### src/shs_defs.svh
/*
 * Constants for the shutter trigger and sync command block: command bytes,
 * register offsets, field positions and reset values.
 * Assumes it is included by bare name from files that use these macros.
 */
`ifndef SHS_DEFS_SVH
`define SHS_DEFS_SVH

// Command bytes from the host, and the completion byte sent back.
`define SHS_CMD_PREFIX     8'hfa
`define SHS_SEL_TRIG_OFF   8'ha0
`define SHS_SEL_TRIG_HIGH  8'ha1
`define SHS_SEL_TRIG_LOW   8'ha2
`define SHS_SEL_TRIG_RISE  8'ha3
`define SHS_SEL_TRIG_FALL  8'ha4
`define SHS_SEL_SYNC_OFF   8'hb0
`define SHS_SEL_SYNC_HIGH  8'hb1
`define SHS_SEL_SYNC_LOW   8'hb2
`define SHS_SEL_FACTORY    8'hc0
`define SHS_SEL_SAVE       8'hc1
`define SHS_ACK_BYTE       8'h0d

// Register byte offsets.
`define SHS_REG_CFG        8'h00
`define SHS_REG_STATUS     8'h04
`define SHS_REG_SHUT       8'h08

// Field positions.
`define SHS_CFG_TRIG_LSB   0
`define SHS_CFG_TRIG_MSB   2
`define SHS_CFG_SYNC_LSB   4
`define SHS_CFG_SYNC_MSB   5
`define SHS_ST_OPEN        0
`define SHS_ST_TRIG        1
`define SHS_ST_SYNC        2
`define SHS_ST_NV_VALID    3
`define SHS_ST_DEC_BUSY    4
`define SHS_SHUT_OPEN      0

// Reset and factory values.
`define SHS_FACTORY_TRIG   3'h0
`define SHS_FACTORY_SYNC   2'h0
`define SHS_NV_CFG_W       5

// Edges after reset before the trigger filter may report an edge.
`define SHS_SYNC_FILL      3'h4

`endif

### src/shs_pkg.sv
/*
 * Types for the shutter trigger and sync command block.
 * Assumes the encodings below match the factory values in shs_defs.svh.
 */
package shs_pkg;

	typedef enum logic [2:0]
	{
		SHS_TRIG_OFF,
		SHS_TRIG_HIGH,
		SHS_TRIG_LOW,
		SHS_TRIG_RISE,
		SHS_TRIG_FALL
	} shs_trig_e;

	typedef enum logic [1:0]
	{
		SHS_SYNC_OFF,
		SHS_SYNC_HIGH,
		SHS_SYNC_LOW
	} shs_sync_e;

	typedef enum logic
	{
		SHS_DEC_IDLE,
		SHS_DEC_PREFIX
	} shs_dec_e;

endpackage

### src/shs_cmd_ctrl.sv
/*
 * Command decoder and shutter controller: takes two-byte special commands
 * from the host link, selects the trigger and sync modes, drives the
 * shutter and sync outputs, and saves or restores the configuration.
 * Assumes host bytes arrive as one-cycle strobes on the system clock, the
 * host waits for the completion byte, and an external non-volatile store
 * holds the saved configuration across power-up and reset.
 */
// The register offsets and strobed register access were decided locally.
`timescale 1ns/1ps
`include "shs_defs.svh"

// Summary of operation
// Prefix FA then A0: trigger input no longer changes shutter state.
// Prefix FA then A1: high-level mode; low trigger holds shutter closed.
// High-level mode: shutter open while trigger high, closed when low.
// Prefix FA then A2: low-level mode; low input opens, high closes.
// Prefix FA then A3: toggle shutter on each trigger rising edge.
// Prefix FA then A4: toggle shutter on each trigger falling edge.
// Prefix FA then B0: sync output disabled.
// Prefix FA then B1: sync output goes high when shutter opens.
// Prefix FA then B2: sync output goes low when shutter opens.
// Prefix FA then C0: working configuration becomes factory default.
// Prefix FA then C1: working configuration is copied to storage.
// After reset, the last saved configuration becomes working one.
// Each decoded two-byte command answers with completion byte 0D.
// One trigger and one sync mode at a time; new replaces old.
module shs_cmd_ctrl
(
	input  wire logic                  i_clk_sys,  // System clock.
	input  wire logic                  i_rst_b,    // Sync reset, low.
	input  wire logic [7:0]            i_rx_byte,  // Host command byte.
	input  wire logic                  i_rx_valid, // Byte strobe.
	output logic      [7:0]            o_tx_byte,  // Answer byte.
	output logic                       o_tx_valid, // Answer strobe.
	input  wire logic                  i_trig_pin, // Trigger input pin.
	output logic                       o_shutter,  // High: shutter open.
	output logic                       o_sync,     // Sync output.
	input  wire logic [`SHS_NV_CFG_W-1:0] i_nv_cfg,   // Stored config.
	input  wire logic                  i_nv_valid, // Store holds config.
	output logic      [`SHS_NV_CFG_W-1:0] o_nv_cfg,   // Config to store.
	output logic                       o_nv_wr,    // Store write pulse.
	input  wire logic [7:0]            i_addr,     // Register address.
	input  wire logic [31:0]           i_wdata,    // Write data.
	input  wire logic                  i_wr,       // Write strobe.
	input  wire logic                  i_rd,       // Read strobe.
	output logic      [31:0]           o_rdata     // Read data, next cycle.
);

	shs_pkg::shs_dec_e  dec_q;
	shs_pkg::shs_dec_e  dec_d;
	shs_pkg::shs_trig_e trig_q;
	shs_pkg::shs_trig_e trig_d;
	shs_pkg::shs_sync_e sync_mode_q;
	shs_pkg::shs_sync_e sync_mode_d;
	logic                      boot_q;
	logic                      boot_d;
	logic                      ack_q;
	logic                      ack_d;
	logic [7:0]                tx_byte_q;
	logic [7:0]                tx_byte_d;
	logic                      nv_wr_q;
	logic                      nv_wr_d;
	logic [`SHS_NV_CFG_W-1:0]  nv_cfg_q;
	logic [`SHS_NV_CFG_W-1:0]  nv_cfg_d;
	logic                      open_q;
	logic                      open_d;
	logic                      sync_q;
	logic                      sync_d;
	logic [31:0]               rdata_q;
	logic [31:0]               rdata_d;
	logic                      trig_lvl;
	logic                      trig_rise;
	logic                      trig_fall;

	// Packs the working modes into the stored configuration word.
	function automatic logic [`SHS_NV_CFG_W-1:0] pack_cfg
	(
		input shs_pkg::shs_trig_e t,
		input shs_pkg::shs_sync_e s
	);
		pack_cfg = {s, t};
	endfunction

	// Decodes a stored or written trigger field; bad codes fall to off.
	function automatic shs_pkg::shs_trig_e to_trig(input logic [2:0] v);
		case (v)
			3'h1:    to_trig = shs_pkg::SHS_TRIG_HIGH;
			3'h2:    to_trig = shs_pkg::SHS_TRIG_LOW;
			3'h3:    to_trig = shs_pkg::SHS_TRIG_RISE;
			3'h4:    to_trig = shs_pkg::SHS_TRIG_FALL;
			default: to_trig = shs_pkg::SHS_TRIG_OFF;
		endcase
	endfunction

	// Decodes a stored or written sync field; bad codes fall to off.
	function automatic shs_pkg::shs_sync_e to_sync(input logic [1:0] v);
		case (v)
			2'h1:    to_sync = shs_pkg::SHS_SYNC_HIGH;
			2'h2:    to_sync = shs_pkg::SHS_SYNC_LOW;
			default: to_sync = shs_pkg::SHS_SYNC_OFF;
		endcase
	endfunction

	shs_pin_sync u_trig_sync
	(
		.i_clk_sys (i_clk_sys),
		.i_rst_b   (i_rst_b),
		.i_pin     (i_trig_pin),
		.o_level   (trig_lvl),
		.o_rise    (trig_rise),
		.o_fall    (trig_fall)
	);

	// Configuration and command decoding. A host command in the same cycle
	// as a register write to the configuration wins, since the host is
	// waiting on its completion byte and must see its choice take effect.
	always_comb
	begin
		dec_d       = dec_q;
		trig_d      = trig_q;
		sync_mode_d = sync_mode_q;
		boot_d      = 1'b0;
		ack_d       = 1'b0;
		nv_wr_d     = 1'b0;
		nv_cfg_d    = nv_cfg_q;
		if (boot_q && i_nv_valid)
		begin
			trig_d      = to_trig(i_nv_cfg[2:0]);
			sync_mode_d = to_sync(i_nv_cfg[4:3]);
		end
		if (i_wr && i_addr == `SHS_REG_CFG)
		begin
			trig_d = to_trig(
				i_wdata[`SHS_CFG_TRIG_MSB:`SHS_CFG_TRIG_LSB]);
			sync_mode_d = to_sync(
				i_wdata[`SHS_CFG_SYNC_MSB:`SHS_CFG_SYNC_LSB]);
		end
		if (i_rx_valid)
		begin
			case (dec_q)
				shs_pkg::SHS_DEC_IDLE:
				begin
					if (i_rx_byte == `SHS_CMD_PREFIX)
					begin
						dec_d = shs_pkg::SHS_DEC_PREFIX;
					end
				end
				shs_pkg::SHS_DEC_PREFIX:
				begin
					dec_d = shs_pkg::SHS_DEC_IDLE;
					ack_d = 1'b1;
					case (i_rx_byte)
						`SHS_SEL_TRIG_OFF:
							trig_d = shs_pkg::SHS_TRIG_OFF;
						`SHS_SEL_TRIG_HIGH:
							trig_d = shs_pkg::SHS_TRIG_HIGH;
						`SHS_SEL_TRIG_LOW:
							trig_d = shs_pkg::SHS_TRIG_LOW;
						`SHS_SEL_TRIG_RISE:
							trig_d = shs_pkg::SHS_TRIG_RISE;
						`SHS_SEL_TRIG_FALL:
							trig_d = shs_pkg::SHS_TRIG_FALL;
						`SHS_SEL_SYNC_OFF:
							sync_mode_d = shs_pkg::SHS_SYNC_OFF;
						`SHS_SEL_SYNC_HIGH:
							sync_mode_d = shs_pkg::SHS_SYNC_HIGH;
						`SHS_SEL_SYNC_LOW:
							sync_mode_d = shs_pkg::SHS_SYNC_LOW;
						`SHS_SEL_FACTORY:
						begin
							trig_d      = to_trig(`SHS_FACTORY_TRIG);
							sync_mode_d = to_sync(`SHS_FACTORY_SYNC);
						end
						`SHS_SEL_SAVE:
						begin
							nv_wr_d  = 1'b1;
							nv_cfg_d = pack_cfg(trig_q, sync_mode_q);
						end
						default:
							ack_d = 1'b0;
					endcase
				end
				default:
					dec_d = shs_pkg::SHS_DEC_IDLE;
			endcase
		end
		tx_byte_d = ack_d ? `SHS_ACK_BYTE : 8'h00;
	end

	// Shutter state. A change to the off or an edge mode keeps the present
	// state, so switching to an edge mode does not itself move the shutter.
	always_comb
	begin
		open_d = open_q;
		case (trig_q)
			shs_pkg::SHS_TRIG_OFF:
			begin
				if (i_wr && i_addr == `SHS_REG_SHUT)
				begin
					open_d = i_wdata[`SHS_SHUT_OPEN];
				end
			end
			shs_pkg::SHS_TRIG_HIGH:
				open_d = trig_lvl;
			shs_pkg::SHS_TRIG_LOW:
				open_d = ~trig_lvl;
			shs_pkg::SHS_TRIG_RISE:
			begin
				if (trig_rise)
				begin
					open_d = ~open_q;
				end
			end
			shs_pkg::SHS_TRIG_FALL:
			begin
				if (trig_fall)
				begin
					open_d = ~open_q;
				end
			end
			default:
				open_d = open_q;
		endcase
		case (sync_mode_q)
			shs_pkg::SHS_SYNC_HIGH:
				sync_d = open_d;
			shs_pkg::SHS_SYNC_LOW:
				sync_d = ~open_d;
			default:
				sync_d = 1'b0;
		endcase
	end

	// Register reads; data stand only in the cycle after the strobe.
	always_comb
	begin
		rdata_d = 32'h0000_0000;
		if (i_rd)
		begin
			case (i_addr)
				`SHS_REG_CFG:
				begin
					rdata_d[`SHS_CFG_TRIG_MSB:`SHS_CFG_TRIG_LSB] = trig_q;
					rdata_d[`SHS_CFG_SYNC_MSB:`SHS_CFG_SYNC_LSB] =
						sync_mode_q;
				end
				`SHS_REG_STATUS:
				begin
					rdata_d[`SHS_ST_OPEN]     = open_q;
					rdata_d[`SHS_ST_TRIG]     = trig_lvl;
					rdata_d[`SHS_ST_SYNC]     = sync_q;
					rdata_d[`SHS_ST_NV_VALID] = i_nv_valid;
					rdata_d[`SHS_ST_DEC_BUSY] =
						(dec_q == shs_pkg::SHS_DEC_PREFIX);
				end
				`SHS_REG_SHUT:
					rdata_d[`SHS_SHUT_OPEN] = open_q;
				default:
					rdata_d = 32'h0000_0000;
			endcase
		end
	end

	// Reset takes factory values; boot_q then lets the saved configuration
	// replace them on the first edge after release.
	always_ff @(posedge i_clk_sys)
	begin
		if (!i_rst_b)
		begin
			dec_q       <= shs_pkg::SHS_DEC_IDLE;
			trig_q      <= shs_pkg::SHS_TRIG_OFF;
			sync_mode_q <= shs_pkg::SHS_SYNC_OFF;
			boot_q      <= 1'b1;
			ack_q       <= 1'b0;
			tx_byte_q   <= 8'h00;
			nv_wr_q     <= 1'b0;
			nv_cfg_q    <= 5'h00;
			open_q      <= 1'b0;
			sync_q      <= 1'b0;
			rdata_q     <= 32'h0000_0000;
		end
		else
		begin
			dec_q       <= dec_d;
			trig_q      <= trig_d;
			sync_mode_q <= sync_mode_d;
			boot_q      <= boot_d;
			ack_q       <= ack_d;
			tx_byte_q   <= tx_byte_d;
			nv_wr_q     <= nv_wr_d;
			nv_cfg_q    <= nv_cfg_d;
			open_q      <= open_d;
			sync_q      <= sync_d;
			rdata_q     <= rdata_d;
		end
	end

	assign o_tx_byte  = tx_byte_q;
	assign o_tx_valid = ack_q;
	assign o_shutter  = open_q;
	assign o_sync     = sync_q;
	assign o_nv_cfg   = nv_cfg_q;
	assign o_nv_wr    = nv_wr_q;
	assign o_rdata    = rdata_q;

endmodule // shs_cmd_ctrl

### src/shs_pin_sync.sv
/*
 * Three-stage synchroniser with agreement filter and edge pulses.
 * Assumes i_pin is asynchronous to i_clk_sys.
 */
`timescale 1ns/1ps
`include "shs_defs.svh"
module shs_pin_sync
(
	input  wire logic i_clk_sys, // System clock.
	input  wire logic i_rst_b,   // Synchronous reset, active low.
	input  wire logic i_pin,     // Asynchronous pin.
	output logic      o_level,   // Filtered level.
	output logic      o_rise,    // One-cycle pulse on a rise.
	output logic      o_fall     // One-cycle pulse on a fall.
);

	logic meta_q;
	logic mid_q;
	logic last_q;
	logic level_q;
	logic level_d;
	logic rise_q;
	logic rise_d;
	logic fall_q;
	logic fall_d;
	logic [2:0] fill_q;
	logic [2:0] fill_d;

	// The first stage feeds only the second; the filter looks at 2 and 3.
	always_comb
	begin
		level_d = level_q;
		fill_d  = fill_q;
		if (fill_q != `SHS_SYNC_FILL)
		begin
			fill_d = fill_q + 3'h1;
		end
		if (mid_q == last_q)
		begin
			level_d = last_q;
		end
		// No pulse until the stages hold real pin samples, so a pin that
		// sits high through reset is not taken for a fresh rising edge.
		// A genuine edge in the first few cycles after reset is lost.
		rise_d = level_d & ~level_q & (fill_q == `SHS_SYNC_FILL);
		fall_d = ~level_d & level_q & (fill_q == `SHS_SYNC_FILL);
	end

	always_ff @(posedge i_clk_sys)
	begin
		if (!i_rst_b)
		begin
			meta_q  <= 1'b0;
			mid_q   <= 1'b0;
			last_q  <= 1'b0;
			level_q <= 1'b0;
			rise_q  <= 1'b0;
			fall_q  <= 1'b0;
			fill_q  <= 3'h0;
		end
		else
		begin
			meta_q  <= i_pin;
			mid_q   <= meta_q;
			last_q  <= mid_q;
			level_q <= level_d;
			rise_q  <= rise_d;
			fall_q  <= fall_d;
			fill_q  <= fill_d;
		end
	end

	assign o_level = level_q;
	assign o_rise  = rise_q;
	assign o_fall  = fall_q;

endmodule // shs_pin_sync

### config.mk
export PLATFORM = sky130hd
export DESIGN_NAME = shs_cmd_ctrl
export DESIGN_NICKNAME = d
export VERILOG_FILES = /design/src/shs_pkg.sv /design/src/shs_cmd_ctrl.sv /design/src/shs_pin_sync.sv
export VERILOG_INCLUDE_DIRS = /design/src
export SDC_FILE = /design/constraint.sdc
export NUM_CORES = 1
export LEC_CHECK = 0
export ABC_AREA = 1
export BUFFER_PORTS_ARGS = -buffer_cell sky130_fd_sc_hd__buf_2
export CAP_MARGIN = 20
export CORE_MARGIN = 4
export CORE_UTILIZATION = 35
export DETAILED_ROUTE_END_ITERATION = 12
export PLACE_DENSITY_LB_ADDON = 0.2
export SETUP_SLACK_MARGIN = 0.4
export SLEW_MARGIN = 20
export SYNTH_ARGS = -nofsm -noshare
export SYNTH_HDL_FRONTEND = slang
export SYNTH_SLANG_ARGS = --single-unit
### constraint.sdc
create_clock -name i_clk_sys -period 1.8 [get_ports i_clk_sys]
set_input_delay 0.54 -clock i_clk_sys [delete_from_list [all_inputs] [get_ports i_clk_sys]]
set_output_delay 0.54 -clock i_clk_sys [all_outputs]
set_load 0.01 [all_outputs]
=== Yosys cells after proc, flatten, opt, wreduce, memory -nomap -nowiden ===
Index checks and enable logic that the tools add are counted.

* Memory bits (writable): 0
* Logic and storage cells: 110
* Register bits after elaboration: 65
* Memory bits (read-only): 0
* Latch bits: 0
* Output and inout bits: 49
* Memories kept: 0

* Reductions and logical operators: 14
* Shift operators: 0
* Add/sub/neg operators: 1
* Eq/ne operators: 34
* $lt $le $gt $ge: 0
* Multipliers: 0
* Bitwise operators: 9
* Mux-type cells: 31
* Div/mod/pow operators: 0

{| class="wikitable"
|+ Operator list
! cell !! number
|-
| $eq A8 B8 Y1 const B || 11
|-
| $pmux W3 S4 || 2
|-
| $eq A3 B2 Y1 const B || 6
|-
| $pmux W3 S5 || 1
|-
| $eq A3 B3 Y1 const B || 4
|-
| $mux W3 || 4
|-
| $pmux W2 S2 || 3
|-
| $reduce_and A3 Y1 || 4
|-
| $mux W1 || 10
|-
| $reduce_or A10 Y1 || 1
|-
| $eq A3 B1 Y1 const B || 3
|-
| $eq A8 B3 Y1 const B || 1
|-
| $eq A8 B4 Y1 const B || 1
|-
| $logic_not A8 Y1 || 1
|-
| $mux W2 || 4
|-
| $pmux W1 S2 || 4
|-
| $eq A2 B1 Y1 const B || 3
|-
| $eq A2 B2 Y1 const B || 3
|-
| $pmux W2 S3 || 1
|-
| $reduce_or A2 Y1 || 3
|-
| $not A1 Y1 || 5
|-
| $pmux W1 S5 || 1
|-
| $and A1 B1 Y1 || 4
|-
| $mux W4 || 1
|-
| other kinds (6) || 8
|}

=== Depth between registers and ports, before layout ===
Gate-level depths: netlist of the first run.

* Depth in word-level cells: 7
* Gate-level depth with buffers: 10

=== Hierarchy ===
A second synthesis of the first run with hierarchy kept.

* Cell total of the unflattened synthesis: 290
* Area, all modules: 1960.6 µm²

{| class="wikitable"
|+ By module, submodules not included
! module !! times used !! area each (µm²) !! cells an instance !! seq. area each (µm²)
|-
| shs_cmd_ctrl || 1 || 1600.3 || 239 || 440.4
|-
| shs_pin_sync || 1 || 360.3 || 51 || 180.2
|}

=== Worst setup path after synthesis of the first run ===
No wires, ideal clock.

* Path type: input -> register
* From: in i_addr[1]
* To: reg sync_mode_q[0]
* Path slack: 0.342 ns
* Buffers on the path: 0
* Arrival time: 1.337 ns
* Library setup time: 0.122 ns
* Data required time: 1.678 ns
* Stages: 8
* Cells stage by stage: nor2_2 nand2_2 nor3_4 nand2_4 nand2_1 o21ai_0 nand2_1 o31ai_1

* Word-level cells in the longest chain between the ends: 6

{| class="wikitable"
|+ Ends and longest elaborated chain
! item !! line !! source
|-
| start: declaration || shs_cmd_ctrl.sv:43 || <nowiki>input wire logic [7:0] i_addr,</nowiki>
|-
| $logic_not A8 Y1 * || -- ||
|-
| $logic_and A1 B1 Y1 (no line) * || -- ||
|-
| $mux W2 * || shs_cmd_ctrl.sv:132 || <nowiki>if (i_wr && i_addr == `SHS_REG_CFG)</nowiki>
|-
| $pmux W2 S3 || shs_cmd_ctrl.sv:153 || <nowiki>case (i_rx_byte)</nowiki>
|-
| $mux W2 || shs_cmd_ctrl.sv:141 || <nowiki>case (dec_q)</nowiki>
|-
| $mux W2 * || shs_cmd_ctrl.sv:139 || <nowiki>if (i_rx_valid)</nowiki>
|-
| end signal: assignment || shs_cmd_ctrl.sv:273 || <nowiki>sync_mode_q <= shs_pkg::SHS_SYNC_OFF;</nowiki>
|-
| end signal: assignment || shs_cmd_ctrl.sv:287 || <nowiki>sync_mode_q <= sync_mode_d;</nowiki>
|-
| end: declaration || shs_cmd_ctrl.sv:54 || <nowiki>shs_pkg::shs_sync_e sync_mode_q;</nowiki>
|}

Mark *: on every way between the ends. The rest lies on a longest branch, timed or not.
A chain may end at the register's enable or synchronous reset.

=== Worst setup path after layout of the first run ===
* From: in i_addr[7]
* To: reg trig_q[0]

* Word-level cells in the longest chain between the ends: 6

{| class="wikitable"
|+ Ends and longest elaborated chain
! item !! line !! source
|-
| $logic_not A8 Y1 * || -- ||
|-
| $logic_and A1 B1 Y1 (no line) * || -- ||
|-
| $mux W3 * || shs_cmd_ctrl.sv:132 ||
|-
| $pmux W3 S5 || shs_cmd_ctrl.sv:153 ||
|-
| $mux W3 || shs_cmd_ctrl.sv:141 ||
|-
| $mux W3 * || shs_cmd_ctrl.sv:139 ||
|-
| end signal: assignment || shs_cmd_ctrl.sv:272 || <nowiki>trig_q <= shs_pkg::SHS_TRIG_OFF;</nowiki>
|-
| end signal: assignment || shs_cmd_ctrl.sv:286 || <nowiki>trig_q <= trig_d;</nowiki>
|-
| end: declaration || shs_cmd_ctrl.sv:52 || <nowiki>shs_pkg::shs_trig_e trig_q;</nowiki>
|}

Marks and branches as above.

==> impl_metrics.json, run 1 <==
{
  "post_drt_wl_per_cell_um": 10.9,
  "totalPowerFinal_mw": 1.55,
  "dieWidth_um": 79.9,
  "period_needed_ns": 1.37,
  "yosysUniqueCellTypes": 32,
  "cp_slowest_stage_delay_ns": 0.28,
  "vias": 1705,
  "p_sw_frac": 0.275,
  "cts_buffers": 5,
  "die_h_um": 79.9,
  "start_util": 0.371,
  "critPathMaxFanout": 5,
  "htree_levels": 2,
  "maxSlewViolCount": 0,
  "reg2reg_from": "trig_q[1]",
  "synth-seq-cells": 31,
  "register_area_sq_um": 622,
  "setup_violations": 0,
  "critPathLaunchType": "primary input",
  "drcViolationCount": 0,
  "crit_top_cell": "nand2_1",
  "syn_to_final_growth_pct": 21.1,
  "ys_warn_count": 0,
  "holdBufCountCts": 0,
  "critPathKind": "primary input to flop",
  "clk_latency_ns": 0.28,
  "multi_input_area_sq_um": 963,
  "cap_viol_max_count": 0,
  "required_ns": 1.97,
  "cts.path.max_buffers": 2,
  "final_nets": 381,
  "timing.fmax_ghz": 0.732,
  "cp-startpoint": "i_addr[7]",
  "ff2ff_setup_slack_ns": 0.54,
  "grt_setup_unrepaired": "yes",
  "grt_overflow": 0,
  "yosysSeqAreaShare": 0.343,
  "power_frac_seq": 0.486,
  "postCtsSetupBuffers": 0,
  "end_kind": "flop",
  "hp-class": "flop to flop",
  "netlist_instances": 263,
  "dp_hpwl_um": 3310,
  "path_clk_slew_ns": 0.06,
  "layout-drive-gt1-share": 0.254,
  "cts.sinks": 31,
  "io_pins": 109,
  "fin_skew_ns": 0.00562,
  "dr.pass1.iters": 4,
  "p_leak_nw": 1.13,
  "synthesis.area_sq_mm": 0.00181,
  "clkPwrFrac": 0.351,
  "antenna_cells": 0,
  "worstHoldStart": "u_trig_sync.last_q",
  "grt_max_degree": 14,
  "floorplan.rows": 25,
  "wirelength_um": 4220,
  "drt-initial-drc-count": 104,
  "internal_power_mw": 1.12,
  "arrival_ns": 1.53,
  "antenna_found_initial": 0,
  "grt_pass1_wl_um": 6800,
  "cts_root_buf": "clkbuf_8",
  "syn_area_per_cell_sq_um": 6.89,
  "die_area_sq_mm": 0.00639,
  "fillers": 545,
  "power_switching_mw": 0.425,
  "drtAntennaViolNets": 0,
  "grtUsageTotal": 0.134,
  "final.period_utilization": 0.759,
  "p_per_area_mw_per_mm2": 704,
  "ir_drop_mv": 0.386,
  "status": "finished clean",
  "pwr-share-comb": 0.163,
  "cp_cell_sequence": "buf_2 > nor2_4 > nand2_4 > nor3_4 > nand2_2 > nand2_1 > o21ai_0 > nand3_1 > nand2_1",
  "hold_viol_final": 0,
  "cts_tree": "yes",
  "grt_pass1_vias": 1570,
  "core_area_sq_mm": 0.00488,
  "setup_tns_ns": 0,
  "port_buffers": 50,
  "cpMaxStageDelayCell": "nor3_4",
  "gp_congestion": 0.797,
  "vias_per_cell": 4.42
}
[worst paths after layout]
kind,to,cells after the start
worst min-delay path,u_trig_sync.o_fall,1
worst max-delay path,trig_q[0],9
worst min register to register,u_trig_sync.o_fall,1
worst max register to register,o_sync,9
[layer usage]
layer / global-route usage / share of wire / vias up
met5: 0 / 0 / -
met4: 0.0456 / 0.012 / 0
met3: 0.0316 / 0.071 / 5
met2: 0.224 / 0.47 / 59
met1: 0.167 / 0.45 / 747
li1: - / - / 894
[sequential cells by signal, indices dropped and copies added (netlist names), 2 cells and up]
register and count:
o_nv_cfg 5, sync_mode_q 2, o_rdata 6, trig_q 3
u_trig_sync.fill_q 3
[through the flow]
stage / hold slack, ns / std cells / utilization / setup slack (ns) / instance area (sq um)
CTS: 0.420 / 385 / 0.436 / 0.441 / 2130
detailed placement: 0.404 / 378 / 0.417 / 0.153 / 2040
global placement: 0.408 / 378 / 0.417 / 0.179 / 2040
finish: 0.415 / 386 / 0.450 / 0.434 / 2190
global route: 0.429 / 386 / 0.450 / 0.322 / 2190
floorplan: 0.390 / 293 / - / 0.351 / 1940
[kinds of logic (layout without fill, tap and decap cells)]
| kind of cell | after synthesis | in the layout | synth area share |
|---|---|---|---|
| other cells | 1 | 31 | 0.00207 |
| compound gates | 40 | 40 | 0.120 |
| buf+inv | 73 | 98 | 0.222 |
| fa+ha+maj | 2 | 2 | 0.0138 |
| xor+xnor | 2 | 2 | 0.00967 |
| flops | 31 | 31 | 0.343 |
| simple gates | 114 | 115 | 0.289 |
[synthesized netlist by cell type]
| master | count | area [sq um] |
|---|---|---|
| a21oi_1 | 15 | 75.1 |
| a21oi_2 | 1 | 8.76 |
| a31oi_1 | 2 | 12.5 |
| and3b_1 | 1 | 8.76 |
| buf_1 | 1 | 3.75 |
| buf_2 | 1 | 5.00 |
| buf_4 | 34 | 255 |
| clkinv_1 | 1 | 3.75 |
| conb_1 | 1 | 3.75 |
| dfxtp_1 | 31 | 621 |
| ha_1 | 2 | 25.0 |
| inv_1 | 36 | 135 |
| nand2_1 | 52 | 195 |
| nand2_2 | 1 | 6.26 |
| nand2_4 | 1 | 11.3 |
| nand3_1 | 26 | 130 |
| nand4_1 | 2 | 12.5 |
| nor2_1 | 17 | 63.8 |
| nor2_2 | 1 | 6.26 |
| nor2_4 | 1 | 11.3 |
| nor3_1 | 6 | 30.0 |
| nor3_4 | 1 | 16.3 |
| nor3b_1 | 1 | 7.51 |
| nor4_1 | 2 | 12.5 |
| o21ai_0 | 14 | 70.1 |
| o21ai_1 | 3 | 15.0 |
| o21bai_1 | 1 | 7.51 |
| o22ai_1 | 1 | 6.26 |
| o31ai_1 | 3 | 22.5 |
| or2_2 | 2 | 12.5 |
| xnor2_1 | 1 | 8.76 |
| xor2_1 | 1 | 8.76 |
[power by group through the flow]
stage	clock network [mW]	registers [mW]	logic, mW
3_3_place_gp	0	0.766	0.234
2_1_floorplan	0	0.762	0.210
5_1_grt	0.599	0.757	0.299
3_5_place_dp	0	0.766	0.237
6_report	0.543	0.751	0.252
4_1_cts	0.563	0.751	0.238
[worst max-delay path, delay by kind of cell]
kind,cells,cell delay [ns]
simple gates,7,0.80
compound gates,1,0.08
buf+inv,1,0.11
[timing repair]
| action | in CTS | in global routing |
|---|---|---|
| gates cloned | 0 | 1 |
| pin swaps | 0 | 8 |
| gates resized for setup | 1 | 17 |
| setup endpoints to repair | 1 | 11 |
[placed cells by master (no fill, tap or decap), types with 6 or more instances in the layout]
cell type	n
o21ai_0	12
nor2_1	14
a21oi_1	15
dfxtp_1	30
clkbuf_8	6
nand2_1	50
conb_1	31
nand3_1	26
buf_2	47
inv_1	35
[final cells by class]
cell class / count / area share
sequential: 31 / 0.283
inverter: 37 / 0.0633
clock buffer: 6 / 0.0376
multi-input combinational: 190 / 0.439
tap: 67 / 0.0382
timing repair buffer: 54 / 0.136
clock inverter: 1 / 0.00228
Note: power is estimated with default switching activity, not from simulation.
==> run 2: changes to the inputs <==
==> constraint.sdc (replaced) <==
create_clock -name i_clk_sys -period 1.2 [get_ports i_clk_sys]
set_input_delay 0.36 -clock i_clk_sys [delete_from_list [all_inputs] [get_ports i_clk_sys]]
set_output_delay 0.36 -clock i_clk_sys [all_outputs]
set_load 0.01 [all_outputs]
==> impl_metrics.json, run 2 (synthesis gave the netlist of run 1 again) <==
{
  "critPathMaxFanout": 5,
  "gp_congestion": 0.835,
  "cp-startpoint": "o_shutter",
  "cts_buffers": 5,
  "dp_hpwl_um": 3550,
  "critPathLaunchType": "flop",
  "p_leak_nw": 1.47,
  "grt_max_degree": 11,
  "syn_to_final_growth_pct": 72.0,
  "cts.path.max_buffers": 2,
  "finalWorstSetupSlack_ns": -0.0269,
  "layout-drive-gt1-share": 0.585,
  "totalPowerFinal_mw": 2.98,
  "start_util": 0.371,
  "die_area_sq_mm": 0.00639,
  "ff2ff_setup_slack_ns": 0.01,
  "setup_violations": 1,
  "p_per_area_mw_per_mm2": 955,
  "die_h_um": 79.9,
  "power_switching_mw": 0.834,
  "power_frac_seq": 0.387,
  "grt_pass1_wl_um": 8090,
  "timing.fmax_ghz": 0.815,
  "required_ns": 0.84,
  "internal_power_mw": 2.14,
  "cpMaxStageDelayCell": "dfxtp_4",
  "post_drt_wl_per_cell_um": 12.1,
  "dr.pass1.iters": 4,
  "vias": 1944,
  "hold_viol_final": 0,
  "grt_overflow": 0,
  "cap_viol_max_count": 0,
  "drcViolationCount": 0,
  "arrival_ns": 0.87,
  "cp_slowest_stage_delay_ns": 0.36,
  "antenna_found_initial": 0,
  "clkPwrFrac": 0.357,
  "ir_drop_mv": 0.564,
  "cts.sinks": 31,
  "final_nets": 425,
  "grt_pass1_vias": 1817,
  "drt-initial-drc-count": 36,
  "path_clk_slew_ns": 0.07,
  "period_needed_ns": 1.23,
  "pwr-share-comb": 0.255,
  "r2r_cells": 8,
  "hp-class": "primary input to flop",
  "htree_levels": 2,
  "place_ws_ns": -0.244,
  "dieWidth_um": 79.9,
  "holdBufCountCts": 0,
  "port_buffers": 50,
  "critPathKind": "flop to primary output",
  "cp_cell_sequence": "buf_6 > buf_6",
  "wirelength_um": 5240,
  "largest_register_ff_count": 6,
  "core_area_sq_mm": 0.00488,
  "final.period_utilization": 1.02,
  "maxSlewViolCount": 0,
  "drtAntennaViolNets": 0,
  "violations": "negative setup slack",
  "end_kind": "primary output",
  "grtUsageTotal": 0.160,
  "r2r_end": "o_sync",
  "crit_top_cell": "buf_6",
  "clk_latency_ns": 0.28,
  "crit_end": "o_shutter",
  "grt_setup_unrepaired": "yes",
  "floorplan.rows": 25,
  "status": "finished with violations",
  "final_common_cell": "buf_6",
  "p_sw_frac": 0.280,
  "io_pins": 109,
  "antenna_cells": 0,
  "fin_skew_ns": 0.00693,
  "vias_per_cell": 4.51,
  "layout_common_cells": "buf_6 (35), buf_4 (34), nand2_1 (31), conb_1 (31), buf_2 (25)",
  "cts_tree": "yes",
  "cts_root_buf": "clkbuf_8",
  "reg2reg_from": "o_shutter"
}
[run 2: changes by cell type in the layout (fill, tap and decap cells not counted), moves of 13 or more]
cell     previous run  this run
a21oi_1            15         2
a21oi_2             1        14
buf_2              47        25
buf_4               4        34
buf_6               3        35
dfxtp_1            30        16
inv_1              35        22
nand2_1            50        31
nand2_2             2        18
[run 2: what timing repair did]
action | 4_1_cts | 5_1_grt
gates cloned | 1 | 0
pin swaps | 34 | 26
setup buffers | 11 | 5
endpoints found under the setup margin | 45 | 45
gates resized for setup | 99 | 41
[run 2: per-layer routing]
| metal | track usage | part of all wire |
|---|---|---|
| met5 | 0 | 0 |
| met4 | 0.0557 | 0.020 |
| met3 | 0.0327 | 0.064 |
| met2 | 0.284 | 0.51 |
| met1 | 0.188 | 0.41 |
[run 2: critical path, delay by kind of cell (launching register included)]
| family | cells | cell delay [ns] |
|---|---|---|
| flops | 1 | 0.36 |
| buf+inv | 2 | 0.23 |
[run 2: stage by stage]
| stage | utilization | cells | cell area (sq um) | hold slack (ns) | TNS, ns |
|---|---|---|---|---|---|
| floorplan | - | 293 | 2070 | 0.390 | -0.308 |
| global placement | 0.484 | 406 | 2360 | 0.401 | -3.40 |
| detailed placement | 0.484 | 406 | 2360 | 0.403 | -3.48 |
| CTS | 0.602 | 426 | 2940 | 0.267 | -0.0348 |
| global route | 0.639 | 431 | 3120 | 0.308 | -0.333 |
| finish | 0.639 | 431 | 3120 | 0.275 | -0.0269 |
[run 2: area by class of cell]
type / count / area [sq um]
clock buffers: 6 / 82.6
clock inverters: 2 / 35.0
fillers: 445 / 1760
inverters: 37 / 175
multi-input cells: 190 / 1260
flip-flops and latches: 31 / 649
well taps: 67 / 83.8
repair buffers: 98 / 835
[run 2: power groups by stage]
stage                     Clock, mW  Sequential, mW  Combinational (mW)
after global placement            0            1.16               0.502
after global routing           1.13            1.16               0.839
after CTS                      1.08            1.15               0.705
after detailed placement          0            1.16               0.506
after floorplan                   0            1.16               0.399
final                          1.06            1.15               0.760
[run 2: how the worst min path moves through the flow]
stage / startpoint / endpoint / slack, ns / cells after the start
2_1_floorplan: u_trig_sync.meta_q / u_trig_sync.mid_q / 0.39 / 2
3_3_place_gp: u_trig_sync.meta_q / u_trig_sync.mid_q / 0.40 / 2
3_5_place_dp: u_trig_sync.meta_q / u_trig_sync.mid_q / 0.40 / 2
4_1_cts: i_trig_pin / u_trig_sync.meta_q / 0.27 / 3
5_1_grt: i_trig_pin / u_trig_sync.meta_q / 0.31 / 3
6_report: i_trig_pin / u_trig_sync.meta_q / 0.27 / 3
==> run 3: changes to the inputs <==
--- a/config.mk
+++ b/config.mk
@@ -11,10 +11,12 @@
 export CAP_MARGIN = 20
 export CORE_MARGIN = 4
 export CORE_UTILIZATION = 35
+export CTS_BUF_LIST = sky130_fd_sc_hd__clkbuf_16
 export DETAILED_ROUTE_END_ITERATION = 12
 export PLACE_DENSITY_LB_ADDON = 0.2
 export SETUP_SLACK_MARGIN = 0.4
-export SLEW_MARGIN = 20
+export SKIP_CTS_REPAIR_TIMING = 1
+export SLEW_MARGIN = 15
 export SYNTH_ARGS = -nofsm -noshare
 export SYNTH_HDL_FRONTEND = slang
 export SYNTH_SLANG_ARGS = --single-unit
==> impl_metrics.json, run 3 (synthesis gave the netlist of run 1 again) <==
{
  "status": "finished with violations",
  "violations": "negative setup slack",
  "timing.fmax_ghz": 0.823,
  "grt_pass1_wl_um": 7020,
  "clk_latency_ns": 0.27,
  "antenna_cells": 0,
  "fin_util": 0.617,
  "drtAntennaViolNets": 0,
  "final.period_utilization": 1.01,
  "htree_levels": 2,
  "layout_common_cells": "nand2_1 (38), buf_4 (36), conb_1 (31)",
  "setup_violations": 1,
  "dieWidth_um": 79.9,
  "syn_to_final_growth_pct": 66.1,
  "fin_area_sq_mm": 0.00301,
  "vias": 1906,
  "holdPathStages": 3,
  "dp_hpwl_um": 3550,
  "wirelength_um": 5080,
  "ir_drop_mv": 0.481,
  "floorplan.rows": 25,
  "critPathBufInv": 2,
  "cts_tree": "yes",
  "drt-initial-drc-count": 63,
  "setup_tns_ns": -0.0148,
  "path_clk_slew_ns": 0.05,
  "grt_overflow": 0,
  "cpMaxStageDelayCell": "dfxtp_4",
  "core_area_sq_mm": 0.00488,
  "antenna_found_initial": 0,
  "p_per_area_mw_per_mm2": 1090,
  "crit_top_cell": "buf_6",
  "totalPowerFinal_mw": 3.28,
  "hp-class": "primary input to flop",
  "place_ws_ns": -0.244,
  "start_util": 0.371,
  "worstHoldStart": "i_trig_pin",
  "critPathMaxFanout": 5,
  "die_area_sq_mm": 0.00639,
  "cts.path.max_buffers": 2,
  "finalWorstSetupSlack_ns": -0.0148,
  "dr.pass1.iters": 4,
  "grtUsageTotal": 0.139,
  "cts.sinks": 31,
  "critPathKind": "flop to primary output",
  "place_area_sq_mm": 0.00236,
  "grt_setup_unrepaired": "yes",
  "port_buffers": 50,
  "drcViolationCount": 0,
  "arrival_ns": 0.85,
  "vias_per_cell": 4.48,
  "ff2ff_setup_slack_ns": 0.01,
  "grt_pass1_vias": 1624,
  "cts_buffers": 5,
  "grt_max_degree": 11,
  "largest_register_ff_count": 6,
  "final_nets": 419,
  "required_ns": 0.84,
  "cp_cell_sequence": "buf_6 > buf_6",
  "hold_viol_final": 0,
  "cap_viol_max_count": 0,
  "layout-drive-gt1-share": 0.531,
  "reg2reg_from": "trig_q[2]",
  "period_needed_ns": 1.21,
  "hold_path_end": "u_trig_sync.meta_q",
  "r2r_cells": 6,
  "path_delay_family": "flip-flops",
  "end_kind": "primary output",
  "maxSlewViolCount": 0,
  "cp_slowest_stage_delay_ns": 0.36,
  "die_h_um": 79.9,
  "gp_congestion": 0.835,
  "fillers": 464,
  "critPathLaunchType": "flop",
  "post_drt_wl_per_cell_um": 12.0,
  "io_pins": 109,
  "fin_skew_ns": 0.00288,
  "final_common_cell": "nand2_1",
  "cts_root_buf": "clkbuf_16",
  "p_leak_nw": 1.43,
  "r2r_end": "trig_q[2]"
}
## run 3: worst max-delay path by stage
stage | slack [ns] | depth (start not counted) | startpoint | to
detailed placement | -0.24 | 8 | i_addr[1] | trig_q[2]
global route | -0.09 | 6 | trig_q[2] | trig_q[2]
global placement | -0.24 | 8 | i_addr[1] | trig_q[2]
floorplan | -0.07 | 8 | i_addr[1] | sync_mode_q[1]
finish | -0.01 | 2 | o_shutter | o_shutter
CTS | -0.07 | 2 | o_shutter | o_shutter
## run 3: worst reg2reg max path, cell delays in order (launching register included)
cell,delay [ns]
dfxtp_1,0.40
inv_1,0.07
o21ai_0,0.30
nand2_2,0.10
o21ai_2,0.06
nand2_1,0.08
a21oi_2,0.11
## run 3: power by group
| part | switching [mW] | internal, mW |
|---|---|---|
| combinational | 0.360 | 0.345 |
| sequential | 0.0772 | 1.09 |
| clock | 0.436 | 0.966 |
| total | 0.873 | 2.40 |
## run 3: layout make-up
class                           instances  area, sq um  share of cell area
Timing Repair Buffer                   92          737               0.245
Tap cell                               67         83.8              0.0279
Sequential cell                        31          649               0.216
Inverter                               37          169              0.0561
Clock buffer                            5          125              0.0416
Clock inverter                          3         38.8              0.0129
Multi-Input combinational cell        190         1210               0.401
## run 3: metal layers
layer / wire length (um) / global-route usage
met5: 0 / 0
met4: 72 / 0.0456
met3: 381 / 0.0418
met2: 2530 / 0.228
met1: 2090 / 0.173
## run 3: through the flow
step,instances,hold slack (ns)
floorplan,293,0.390
global placement,406,0.401
detailed placement,406,0.403
CTS,414,0.271
global route,425,0.316
finish,425,0.279
